### src/logic/spseq_params.svh
// Purpose: Constants of the stop/sleep power sequencer.
// Assumes: Included by the package and by every module of the block.
// Notes:   Timing counts are derived from the 200 MHz sequencer clock.
`ifndef SPSEQ_PARAMS_SVH
`define SPSEQ_PARAMS_SVH

// =====================================================================
// Widths
`define SPSEQ_TIMER_W 20
`define SPSEQ_FIELD_W 16
`define SPSEQ_NUM_WAKE_LINES 16
`define SPSEQ_NUM_BLOCK_CLOCKS 32
`define SPSEQ_BATTERY_FAULT_SLEEP_CONFIG_W 2

// =====================================================================
// Reset values and encodings
`define SPSEQ_XTAL_WAIT_RESET 16'h8000
`define SPSEQ_BATF_SLEEP_ENABLE 2'h1

// =====================================================================
// Timing
`define SPSEQ_CLOCK_MHZ 200
`define SPSEQ_OSC_SETTLE_US 1000
`define SPSEQ_OSC_SETTLE_CYCLES (`SPSEQ_OSC_SETTLE_US * `SPSEQ_CLOCK_MHZ)

`endif

### src/logic/spseq_pkg.sv
// Purpose: Types of the stop/sleep power sequencer.
// Assumes: Constants come from spseq_params.svh.
// Notes:   Nothing here is imported; users write spseq_pkg::name.
`include "spseq_params.svh"

package spseq_pkg;

    typedef logic [`SPSEQ_TIMER_W-1:0] spseq_count_t;

    typedef enum logic [3:0] {
        ST_RUN,
        ST_DRAIN,
        ST_SREF,
        ST_STOP_OFF,
        ST_STOP,
        ST_OSC_WAIT,
        ST_PLL_WAIT,
        ST_SLEEP,
        ST_PWR_WAIT,
        ST_RESTORE
    } spseq_state_e;

endpackage

### src/logic/spseq_sync.sv
// Purpose: Two-flop synchroniser for asynchronous pin levels.
// Assumes: Inputs are levels held well beyond two clock periods.
// Notes:   The first stage feeds only the second stage.
`timescale 1ns/1ps
`include "spseq_params.svh"

module spseq_sync #(
    parameter int WIDTH = 1
) (
    // Clock and reset
    input wire logic clock,
    input wire logic reset,
    // Levels
    input wire logic [WIDTH-1:0] async_in,
    output logic [WIDTH-1:0] sync_out
);

    // =====================================================================
    // One pair of flops per bit
    genvar i;
    generate
        for (i = 0; i < WIDTH; i = i + 1) begin : g_bit
            logic stage1_reg;
            logic stage2_reg;
            always_ff @(posedge clock or posedge reset) begin
                if (reset) begin
                    stage1_reg <= 1'b0;
                    stage2_reg <= 1'b0;
                end else begin
                    stage1_reg <= async_in[i];
                    stage2_reg <= stage1_reg;
                end
            end
            assign sync_out[i] = stage2_reg;
        end
    endgenerate

endmodule

### src/logic/spseq_timer.sv
// Purpose: Loadable down-counter for the settle and lock waits.
// Assumes: Load value is at least one.
// Notes:   Done pulses one cycle, load_value edges after the edge that samples load.
`timescale 1ns/1ps
`include "spseq_params.svh"

module spseq_timer (
    // Clock and reset
    input wire logic clock,
    input wire logic reset,
    // Control
    input wire logic load,
    input wire spseq_pkg::spseq_count_t load_value,
    // Status
    output logic done
);

    // =====================================================================
    // Counter
    spseq_pkg::spseq_count_t count_reg;
    logic done_reg;
    wire last_tick = (count_reg == spseq_pkg::spseq_count_t'(1));

    always_ff @(posedge clock or posedge reset) begin
        if (reset) begin
            count_reg <= '0;
            done_reg <= 1'b0;
        end else if (load) begin
            count_reg <= load_value;
            done_reg <= 1'b0;
        end else if (count_reg != '0) begin
            count_reg <= count_reg - spseq_pkg::spseq_count_t'(1);
            done_reg <= last_tick;
        end else begin
            done_reg <= 1'b0;
        end
    end

    assign done = done_reg;

endmodule

### src/logic/spseq_sequencer.sv
// Purpose: Entry into and exit from STOP and SLEEP power modes.
// Assumes: One clock, the reference clock; handshake partners share it.
// Notes:   Wake pins and the battery fault pin are synchronised here.
//
// Behaviour
// - Stop entry only on stop-request rising edge
// - Interrupt lines, alarm, tick, battery fault wake
// - Settle and lock waits inserted, clocks withheld
// - Entry first requests bus drain, awaits ack
// - Then self-refresh request, await memory ack
// - Stop: gate clocks, select reference clock
// - Stop last: PLLs off, oscillator off unless kept
// - Stop exit: enable oscillator when crystal in use, wait settle
// - Then reference clock, enable PLLs, wait lock
// - After lock select the PLL output again
// - Sleep by software or hardware, same handshakes
// - Sleep: oscillator, PLLs off, core power low
// - Sleep exit: core power high, programmable settle
// - Release system reset synchronously once power stable
// - After sleep PLLs off, reference clock
// - After stop restore PLL states and selection
// - Battery low blocks sleep exit when guarded
// - Battery fault enters sleep only when configured
// - Block clock enables reach the clock gates one cycle later
// - Lock wait counts reference cycles per PLL
// - Crystal settle count programmable, resets to 0x8000
`timescale 1ns/1ps
`include "spseq_params.svh"

module spseq_sequencer #(
    parameter int OSC_SETTLE_CYCLES = `SPSEQ_OSC_SETTLE_CYCLES
) (
    // Clock and reset
    input wire logic clock,
    input wire logic reset,
    // Software mode requests
    input wire logic stop_request,
    input wire logic sleep_request,
    // Configuration
    input wire logic keep_oscillator_in_stop,
    input wire logic sleep_exit_guard,
    input wire logic [`SPSEQ_BATTERY_FAULT_SLEEP_CONFIG_W-1:0] battery_fault_sleep_config,
    input wire logic crystal_in_use,
    input wire logic main_pll_on,
    input wire logic aux_pll_on,
    input wire logic pll_select,
    input wire logic [`SPSEQ_FIELD_W-1:0] main_pll_lock_count,
    input wire logic [`SPSEQ_FIELD_W-1:0] aux_pll_lock_count,
    input wire logic [`SPSEQ_FIELD_W-1:0] power_settle_count,
    input wire logic crystal_settle_write,
    input wire logic [`SPSEQ_FIELD_W-1:0] crystal_settle_count,
    input wire logic [`SPSEQ_NUM_BLOCK_CLOCKS-1:0] block_clock_enable,
    // Wake pins
    input wire logic [`SPSEQ_NUM_WAKE_LINES-1:0] external_interrupt_lines,
    input wire logic rtc_alarm,
    input wire logic rtc_tick,
    input wire logic battery_fault_input_n,
    // Bus controller handshake
    output logic bus_drain_req,
    input wire logic bus_drain_ack,
    // Memory controller handshake
    output logic self_refresh_req,
    input wire logic self_refresh_ack,
    // Clock and power control
    output logic system_clocks_on,
    output logic clock_select_pll,
    output logic main_pll_enable,
    output logic aux_pll_enable,
    output logic oscillator_enable,
    output logic core_power_enable,
    output logic system_reset,
    output logic [`SPSEQ_NUM_BLOCK_CLOCKS-1:0] block_clock_gate,
    // Status
    output logic sequencer_busy,
    output logic [3:0] wake_cause
);

    // =====================================================================
    // Pin synchronisation
    localparam int WAKE_W = `SPSEQ_NUM_WAKE_LINES + 3;
    logic [WAKE_W-1:0] wake_sync;
    spseq_sync #(.WIDTH(WAKE_W)) u_sync (
        .clock(clock),
        .reset(reset),
        .async_in({battery_fault_input_n, rtc_tick, rtc_alarm, external_interrupt_lines}),
        .sync_out(wake_sync)
    );
    wire external_interrupt_lines_any = |wake_sync[`SPSEQ_NUM_WAKE_LINES-1:0];
    wire alarm_s = wake_sync[`SPSEQ_NUM_WAKE_LINES];
    wire tick_s = wake_sync[`SPSEQ_NUM_WAKE_LINES+1];
    // Synchroniser resets low, so the fault reads as present until the pin is seen
    wire battery_low = ~wake_sync[`SPSEQ_NUM_WAKE_LINES+2];
    wire wake_any = external_interrupt_lines_any | alarm_s | tick_s | battery_low;
    wire [3:0] wake_now = {battery_low, tick_s, alarm_s, external_interrupt_lines_any};

    // =====================================================================
    // State
    spseq_pkg::spseq_state_e state_reg, state_next;
    logic mode_sleep_reg, mode_sleep_next, stop_prev_reg, sleep_prev_reg;
    logic [`SPSEQ_FIELD_W-1:0] crystal_settle_reg;
    logic timer_load_reg, timer_load_next, timer_done;
    spseq_pkg::spseq_count_t timer_value_reg, timer_value_next;
    logic bus_drain_req_reg, bus_drain_req_next, self_refresh_req_reg, self_refresh_req_next;
    logic clocks_on_reg, clocks_on_next, clock_select_pll_reg, clock_select_pll_next;
    logic main_pll_enable_reg, main_pll_enable_next, aux_pll_enable_reg, aux_pll_enable_next;
    logic oscillator_enable_reg, oscillator_enable_next, core_power_enable_reg, core_power_enable_next;
    logic system_reset_reg, system_reset_next, busy_reg, busy_next;
    logic [`SPSEQ_NUM_BLOCK_CLOCKS-1:0] block_clock_gate_reg;
    logic [3:0] wake_cause_reg, wake_cause_next;

    // =====================================================================
    // Triggers and wait lengths
    // A level left high starts nothing; software must drop it between entries
    wire stop_rise = stop_request & ~stop_prev_reg;
    wire sleep_rise = sleep_request & ~sleep_prev_reg;
    wire batf_sleep_allowed = (battery_fault_sleep_config == `SPSEQ_BATF_SLEEP_ENABLE);
    wire sleep_trigger = sleep_rise | (battery_low & batf_sleep_allowed);
    wire sleep_exit_ok = wake_any & ~(sleep_exit_guard & battery_low);
    wire [`SPSEQ_FIELD_W-1:0] crystal_settle_next = crystal_settle_write ? crystal_settle_count : crystal_settle_reg;
    wire spseq_pkg::spseq_count_t one_count = spseq_pkg::spseq_count_t'(1);
    wire spseq_pkg::spseq_count_t osc_floor = spseq_pkg::spseq_count_t'(OSC_SETTLE_CYCLES);
    wire spseq_pkg::spseq_count_t xtal_count = {4'h0, crystal_settle_reg};
    // Never shorter than the nominal settle time, whatever software programs
    wire spseq_pkg::spseq_count_t osc_wait = (xtal_count > osc_floor) ? xtal_count : osc_floor;
    wire osc_needs_settle = crystal_in_use & ~oscillator_enable_reg;
    wire spseq_pkg::spseq_count_t osc_load = osc_needs_settle ? osc_wait : one_count;
    wire spseq_pkg::spseq_count_t main_lock = main_pll_on ? {4'h0, main_pll_lock_count} : '0;
    wire spseq_pkg::spseq_count_t aux_lock = aux_pll_on ? {4'h0, aux_pll_lock_count} : '0;
    // The longer lock of the PLLs in use governs; both count reference cycles
    wire spseq_pkg::spseq_count_t lock_max = (main_lock > aux_lock) ? main_lock : aux_lock;
    wire spseq_pkg::spseq_count_t lock_load = (lock_max == '0) ? one_count : lock_max;
    wire spseq_pkg::spseq_count_t pwr_raw = {4'h0, power_settle_count};
    wire spseq_pkg::spseq_count_t pwr_load = (pwr_raw == '0) ? one_count : pwr_raw;

    // =====================================================================
    // Wait timer
    spseq_timer u_timer (.clock(clock), .reset(reset), .load(timer_load_reg),
        .load_value(timer_value_reg), .done(timer_done));

    // =====================================================================
    // Sequence
    always_comb begin
        state_next = state_reg;
        mode_sleep_next = mode_sleep_reg;
        timer_load_next = 1'b0;
        timer_value_next = timer_value_reg;
        bus_drain_req_next = bus_drain_req_reg;
        self_refresh_req_next = self_refresh_req_reg;
        clocks_on_next = clocks_on_reg;
        clock_select_pll_next = clock_select_pll_reg;
        main_pll_enable_next = main_pll_enable_reg;
        aux_pll_enable_next = aux_pll_enable_reg;
        oscillator_enable_next = oscillator_enable_reg;
        core_power_enable_next = core_power_enable_reg;
        system_reset_next = system_reset_reg;
        busy_next = 1'b1;
        wake_cause_next = wake_cause_reg;
        case (state_reg)
            spseq_pkg::ST_RUN: begin
                busy_next = 1'b0;
                main_pll_enable_next = main_pll_on;
                aux_pll_enable_next = aux_pll_on;
                clock_select_pll_next = pll_select;
                oscillator_enable_next = 1'b1;
                // Sleep wins a tie: a battery fault must not wait behind a stop
                if (sleep_trigger) begin
                    mode_sleep_next = 1'b1;
                    bus_drain_req_next = 1'b1;
                    busy_next = 1'b1;
                    state_next = spseq_pkg::ST_DRAIN;
                end else if (stop_rise) begin
                    mode_sleep_next = 1'b0;
                    bus_drain_req_next = 1'b1;
                    busy_next = 1'b1;
                    state_next = spseq_pkg::ST_DRAIN;
                end
            end
            spseq_pkg::ST_DRAIN: begin
                if (bus_drain_ack) begin
                    self_refresh_req_next = 1'b1;
                    state_next = spseq_pkg::ST_SREF;
                end
            end
            spseq_pkg::ST_SREF: begin
                if (self_refresh_ack) begin
                    clocks_on_next = 1'b0;
                    clock_select_pll_next = 1'b0;
                    if (mode_sleep_reg) begin
                        oscillator_enable_next = 1'b0;
                        main_pll_enable_next = 1'b0;
                        aux_pll_enable_next = 1'b0;
                        core_power_enable_next = 1'b0;
                        system_reset_next = 1'b1;
                        state_next = spseq_pkg::ST_SLEEP;
                    end else begin
                        state_next = spseq_pkg::ST_STOP_OFF;
                    end
                end
            end
            spseq_pkg::ST_STOP_OFF: begin
                main_pll_enable_next = 1'b0;
                aux_pll_enable_next = 1'b0;
                oscillator_enable_next = keep_oscillator_in_stop;
                state_next = spseq_pkg::ST_STOP;
            end
            spseq_pkg::ST_STOP: begin
                if (wake_any) begin
                    wake_cause_next = wake_now;
                    oscillator_enable_next = oscillator_enable_reg | crystal_in_use;
                    timer_load_next = 1'b1;
                    timer_value_next = osc_load;
                    state_next = spseq_pkg::ST_OSC_WAIT;
                end
            end
            spseq_pkg::ST_OSC_WAIT: begin
                if (timer_done) begin
                    clock_select_pll_next = 1'b0;
                    main_pll_enable_next = main_pll_on;
                    aux_pll_enable_next = aux_pll_on;
                    timer_load_next = 1'b1;
                    timer_value_next = lock_load;
                    state_next = spseq_pkg::ST_PLL_WAIT;
                end
            end
            spseq_pkg::ST_PLL_WAIT: begin
                if (timer_done) begin
                    clock_select_pll_next = pll_select;
                    clocks_on_next = 1'b1;
                    state_next = spseq_pkg::ST_RESTORE;
                end
            end
            spseq_pkg::ST_SLEEP: begin
                if (sleep_exit_ok) begin
                    wake_cause_next = wake_now;
                    core_power_enable_next = 1'b1;
                    timer_load_next = 1'b1;
                    timer_value_next = pwr_load;
                    state_next = spseq_pkg::ST_PWR_WAIT;
                end
            end
            spseq_pkg::ST_PWR_WAIT: begin
                if (timer_done) begin
                    system_reset_next = 1'b0;
                    clocks_on_next = 1'b1;
                    oscillator_enable_next = 1'b1;
                    main_pll_enable_next = 1'b0;
                    aux_pll_enable_next = 1'b0;
                    clock_select_pll_next = 1'b0;
                    state_next = spseq_pkg::ST_RESTORE;
                end
            end
            spseq_pkg::ST_RESTORE: begin
                self_refresh_req_next = 1'b0;
                bus_drain_req_next = 1'b0;
                state_next = spseq_pkg::ST_RUN;
            end
            default: begin
                state_next = spseq_pkg::ST_RUN;
            end
        endcase
    end

    // =====================================================================
    // Registers
    always_ff @(posedge clock or posedge reset) begin
        if (reset) begin
            state_reg <= spseq_pkg::ST_RUN;
            mode_sleep_reg <= 1'b0;
            stop_prev_reg <= 1'b0;
            sleep_prev_reg <= 1'b0;
            timer_load_reg <= 1'b0;
            timer_value_reg <= '0;
            wake_cause_reg <= 4'h0;
            busy_reg <= 1'b0;
            crystal_settle_reg <= `SPSEQ_XTAL_WAIT_RESET;
        end else begin
            state_reg <= state_next;
            mode_sleep_reg <= mode_sleep_next;
            stop_prev_reg <= stop_request;
            sleep_prev_reg <= sleep_request;
            timer_load_reg <= timer_load_next;
            timer_value_reg <= timer_value_next;
            wake_cause_reg <= wake_cause_next;
            busy_reg <= busy_next;
            crystal_settle_reg <= crystal_settle_next;
        end
    end

    // One cycle from a changed enable bit to the gate; all gated while clocks are withheld
    wire [`SPSEQ_NUM_BLOCK_CLOCKS-1:0] gate_next =
        block_clock_enable & {`SPSEQ_NUM_BLOCK_CLOCKS{clocks_on_reg}};

    always_ff @(posedge clock or posedge reset) begin
        if (reset) begin
            bus_drain_req_reg <= 1'b0;
            self_refresh_req_reg <= 1'b0;
            clocks_on_reg <= 1'b1;
            clock_select_pll_reg <= 1'b0;
            main_pll_enable_reg <= 1'b0;
            aux_pll_enable_reg <= 1'b0;
            oscillator_enable_reg <= 1'b1;
            core_power_enable_reg <= 1'b1;
            system_reset_reg <= 1'b0;
            block_clock_gate_reg <= '0;
        end else begin
            bus_drain_req_reg <= bus_drain_req_next;
            self_refresh_req_reg <= self_refresh_req_next;
            clocks_on_reg <= clocks_on_next;
            clock_select_pll_reg <= clock_select_pll_next;
            main_pll_enable_reg <= main_pll_enable_next;
            aux_pll_enable_reg <= aux_pll_enable_next;
            oscillator_enable_reg <= oscillator_enable_next;
            core_power_enable_reg <= core_power_enable_next;
            system_reset_reg <= system_reset_next;
            block_clock_gate_reg <= gate_next;
        end
    end

    // =====================================================================
    // Outputs
    assign bus_drain_req = bus_drain_req_reg;
    assign self_refresh_req = self_refresh_req_reg;
    assign system_clocks_on = clocks_on_reg;
    assign clock_select_pll = clock_select_pll_reg;
    assign main_pll_enable = main_pll_enable_reg;
    assign aux_pll_enable = aux_pll_enable_reg;
    assign oscillator_enable = oscillator_enable_reg;
    assign core_power_enable = core_power_enable_reg;
    assign system_reset = system_reset_reg;
    assign block_clock_gate = block_clock_gate_reg;
    assign sequencer_busy = busy_reg;
    assign wake_cause = wake_cause_reg;

endmodule

### config.mk
export PLATFORM = sky130hd
export DESIGN_NAME = spseq_sequencer
export DESIGN_NICKNAME = d
export VERILOG_FILES = /design/src/logic/spseq_pkg.sv /design/src/logic/spseq_sync.sv /design/src/logic/spseq_timer.sv /design/src/logic/spseq_sequencer.sv
export VERILOG_INCLUDE_DIRS = /design/src /design/src/logic
export SDC_FILE = /design/constraint.sdc
export NUM_CORES = 1
export LEC_CHECK = 0
export BUFFER_PORTS_ARGS = -buffer_cell sky130_fd_sc_hd__buf_2
export CORE_ASPECT_RATIO = 0.75
export CORE_MARGIN = 3
export CORE_UTILIZATION = 50
export CTS_BUF_LIST = sky130_fd_sc_hd__clkbuf_8
export DETAILED_ROUTE_END_ITERATION = 10
export PLACE_DENSITY = 0.85
export SETUP_SLACK_MARGIN = 0.3
export SLEW_MARGIN = 30
export SYNTH_ARGS = -nofsm -noshare
export SYNTH_HDL_FRONTEND = slang
export SYNTH_HIERARCHICAL = 1
export SYNTH_SLANG_ARGS = --single-unit
export TNS_END_PERCENT = 1
### constraint.sdc
create_clock -name clock -period 5.4 [get_ports clock]
set_input_delay 0.54 -clock clock [delete_from_list [all_inputs] [get_ports clock]]
set_output_delay 0.54 -clock clock [all_outputs]
set_load 0.05 [all_outputs]
==> flow_summary.ini <==
[outcome]
run_status = finished, final reports clean

[synthesis]
netlist_instances = 612
yosysSeqAreaShare = 0.512
synth_warnings = 6
synthArstFlopShare = 1.00
synth_area_per_cell_um2 = 10.4
synth_area_leaders = dfrtp_1 50%, and2_1 4.7%, ha_1 3.7%
synth.distinct_cells = 76
synth_top_area_cell = dfrtp_1
synth_edf_count = 0
synth_top_area_share = 0.499
ys_ff_latch = 130
ys.flop_type = dfrtp_1
syn_area_um2 = 6360

[grt]
grt_usage = 0.237
grt_pass1_vias = 5389
grt-busiest-layer = met2
grt_first_pass_wirelength_um = 26700
grt_antenna_before_repair = 0
grt_util_met3 = 0.0869
grt.overflow.total = 0
met1_usage = 0.317
grt_util_met2 = 0.365
grt_max_degree = 72

[sta]
fmax_mhz = 376
slew_headroom = 0.390
tightest_slew_ns = 0.908
rsz0062_at_grt = no
setup_tns_ns = 0
final.period_utilization = 0.493
min_period_ns = 2.66
finalHoldViolations = 0
drv_slew = 0
finClkSkew_ns = 0.00953
setup_viol = 0
postLayoutSetupSlackWorst_ns = 2.74

[route]
drt-initial-drc-count = 440
post-route-drc-count = 0
viasPerCell = 5.82
postRouteAntennaNets = 0
routed_wl_um = 16300
first_pass_iters = 6
routedWlPerCell_um = 17.6
vias = 5385

[hold_path]
hold_class = in -> async

[floorplanning]
die_w_um = 136
num_rows = 35
core-area_um2 = 12300
die_y_um = 104
start_util = 0.515
dieArea_um2 = 14100
ios = 176

[layout]
fillCellCount = 1052
fin_nets = 895
synthToLayoutAreaGrowth_pct = 18.9
final_cells = 925
drive_gt1_frac = 0.286
largest_register_ffs = 32
n_antenna_cell = 0

[power_and_ir_drop]
intPower_mw = 2.29
pwr-share-clk = 0.215
pwr-share-seq = 0.380
power.leakage_nw = 3.55
comb_power_share = 0.405
max-vdd-ir-drop_v = 0.000362
p_per_area_nw_per_um2 = 540
switching_share = 0.439
power.switching_mw = 1.79

[setup_path]
cp_max_fo = 22
path_class = reg -> reg
critPathLaunchType = flip-flop
r2r-start = state_reg[3]
worstPathArrival_ns = 2.97
cp-startpoint = state_reg[3]
required_ns = 5.70
critPathCaptureType = flip-flop

[clocking]
clkTransAtPathRegs_ns = 0.08
postCtsSetupBuffers = 0
cts.path.max_buffers = 2
post_cts_resized = 0
cts_root_buf = clkbuf_8
cts_tree = yes
cts_buffers = 17
htreeDepth = 4
clk-insertion-delay-late_ns = 0.43
cts_sinks = 130
postCtsHoldBufs = 0

[flow_run]
maxCapViolations = 0

[placement]
place_ws_ns = 2.37
hpwl_um = 12400
placed_cells = 892
routabilityCongestion = 0.952
numPortBuffers = 158
==> logic make-up (layout without fill, tap and decap cells) <==
logic type	after synthesis	count (layout)	synth area share
xor gates and xnor gates	8	8	0.0110
and+or+nand+nor	242	242	0.212
adders and majority gates	19	19	0.0374
other	1	2	0.000589
DFF	130	130	0.512
muxes	5	5	0.00806
buffers and inverters	72	218	0.0574
AOI/OAI and AO/OA	135	135	0.162
==> path summary, 6_finish.rpt <==
kind                                               endpoint  cells after the start  slack [ns]
worst max-delay path                     timer_value_reg[8]                      6        2.74
worst min-delay path                          wake_cause[3]                      3        0.17
worst min register to register   u_sync/g_bit[4].stage2_reg                      0        0.35
min in group clock               u_sync/g_bit[9].stage1_reg                      1        0.21
max in group asynchronous       u_sync/g_bit[10].stage2_reg                      3        4.49
worst max register to register           timer_value_reg[8]                      6        2.74
==> Yosys cell counts (6+ instances only) <==
cell / instances
a22o_1: 13
clkbuf_1: 19
nand4_1: 8
nor3_1: 16
nand3_1: 12
or4_1: 6
a211o_1: 7
a21o_1: 8
o31ai_1: 8
nor4_1: 25
and2_1: 48
buf_4: 20
inv_1: 24
dfrtp_1: 127
nor2_1: 31
o21ai_0: 16
a21oi_1: 22
xnor2_1: 6
a221o_1: 11
nand2_1: 59
ha_1: 19
==> layout make-up <==
class                      instances  area [um2]  area share
multi-input combinational        411        2750       0.363
timing repair buffer             162         833       0.110
tap                              166         208      0.0275
inverter                          24        90.1      0.0119
clock inverter                    14         183      0.0241
sequential                       130        3260       0.431
clock buffer                      18         248      0.0327
==> layout by cell type (no fill, tap or decap), types with 11 or more instances in the layout <==
cell type,n
a221o_1,11
inv_1,23
nor3_1,16
nand3_1,12
dfrtp_1,127
o21ai_0,16
buf_2,158
nand2_1,59
and2_1,48
ha_1,19
a22o_1,13
nor2_1,31
clkbuf_8,18
a21oi_1,22
nor4_1,25
==> power by group through the flow <==
| stage | clock network [mW] | registers, mW | logic (mW) |
|---|---|---|---|
| 6_report | 0.878 | 1.55 | 1.65 |
| 5_1_grt | 0.948 | 1.60 | 1.80 |
| 2_1_floorplan | 0 | 1.83 | 0.973 |
| 3_3_place_gp | 0 | 1.55 | 1.60 |
| 3_5_place_dp | 0 | 1.56 | 1.64 |
| 4_1_cts | 0.896 | 1.55 | 1.65 |
==> through the flow <==
step                power, mW  hold slack, ns  instance area, um2   util
finish                   4.09           0.171                7560  0.613
global route             4.35           0.172                7560  0.613
CTS                      4.09           0.187                7540  0.611
detailed placement       3.20           0.336                7110  0.576
global placement         3.14           0.333                7110  0.576
floorplan                2.80           0.331                6370      -
==> metal layers <==
metal,vias up,part of all wire
li1,2471,-
met1,2625,0.42
met2,264,0.47
met3,25,0.10
met4,0,0.013
met5,-,0
==> worst max-delay path: stages (launching register included) <==
cell and delay, ns:
dfrtp_1 0.81, and2b_1 0.31, and3_4 0.22, a22o_2 0.27
a21oi_4 0.44, inv_1 0.26, o32a_1 0.22
Note: power is estimated with default switching activity, not from simulation.
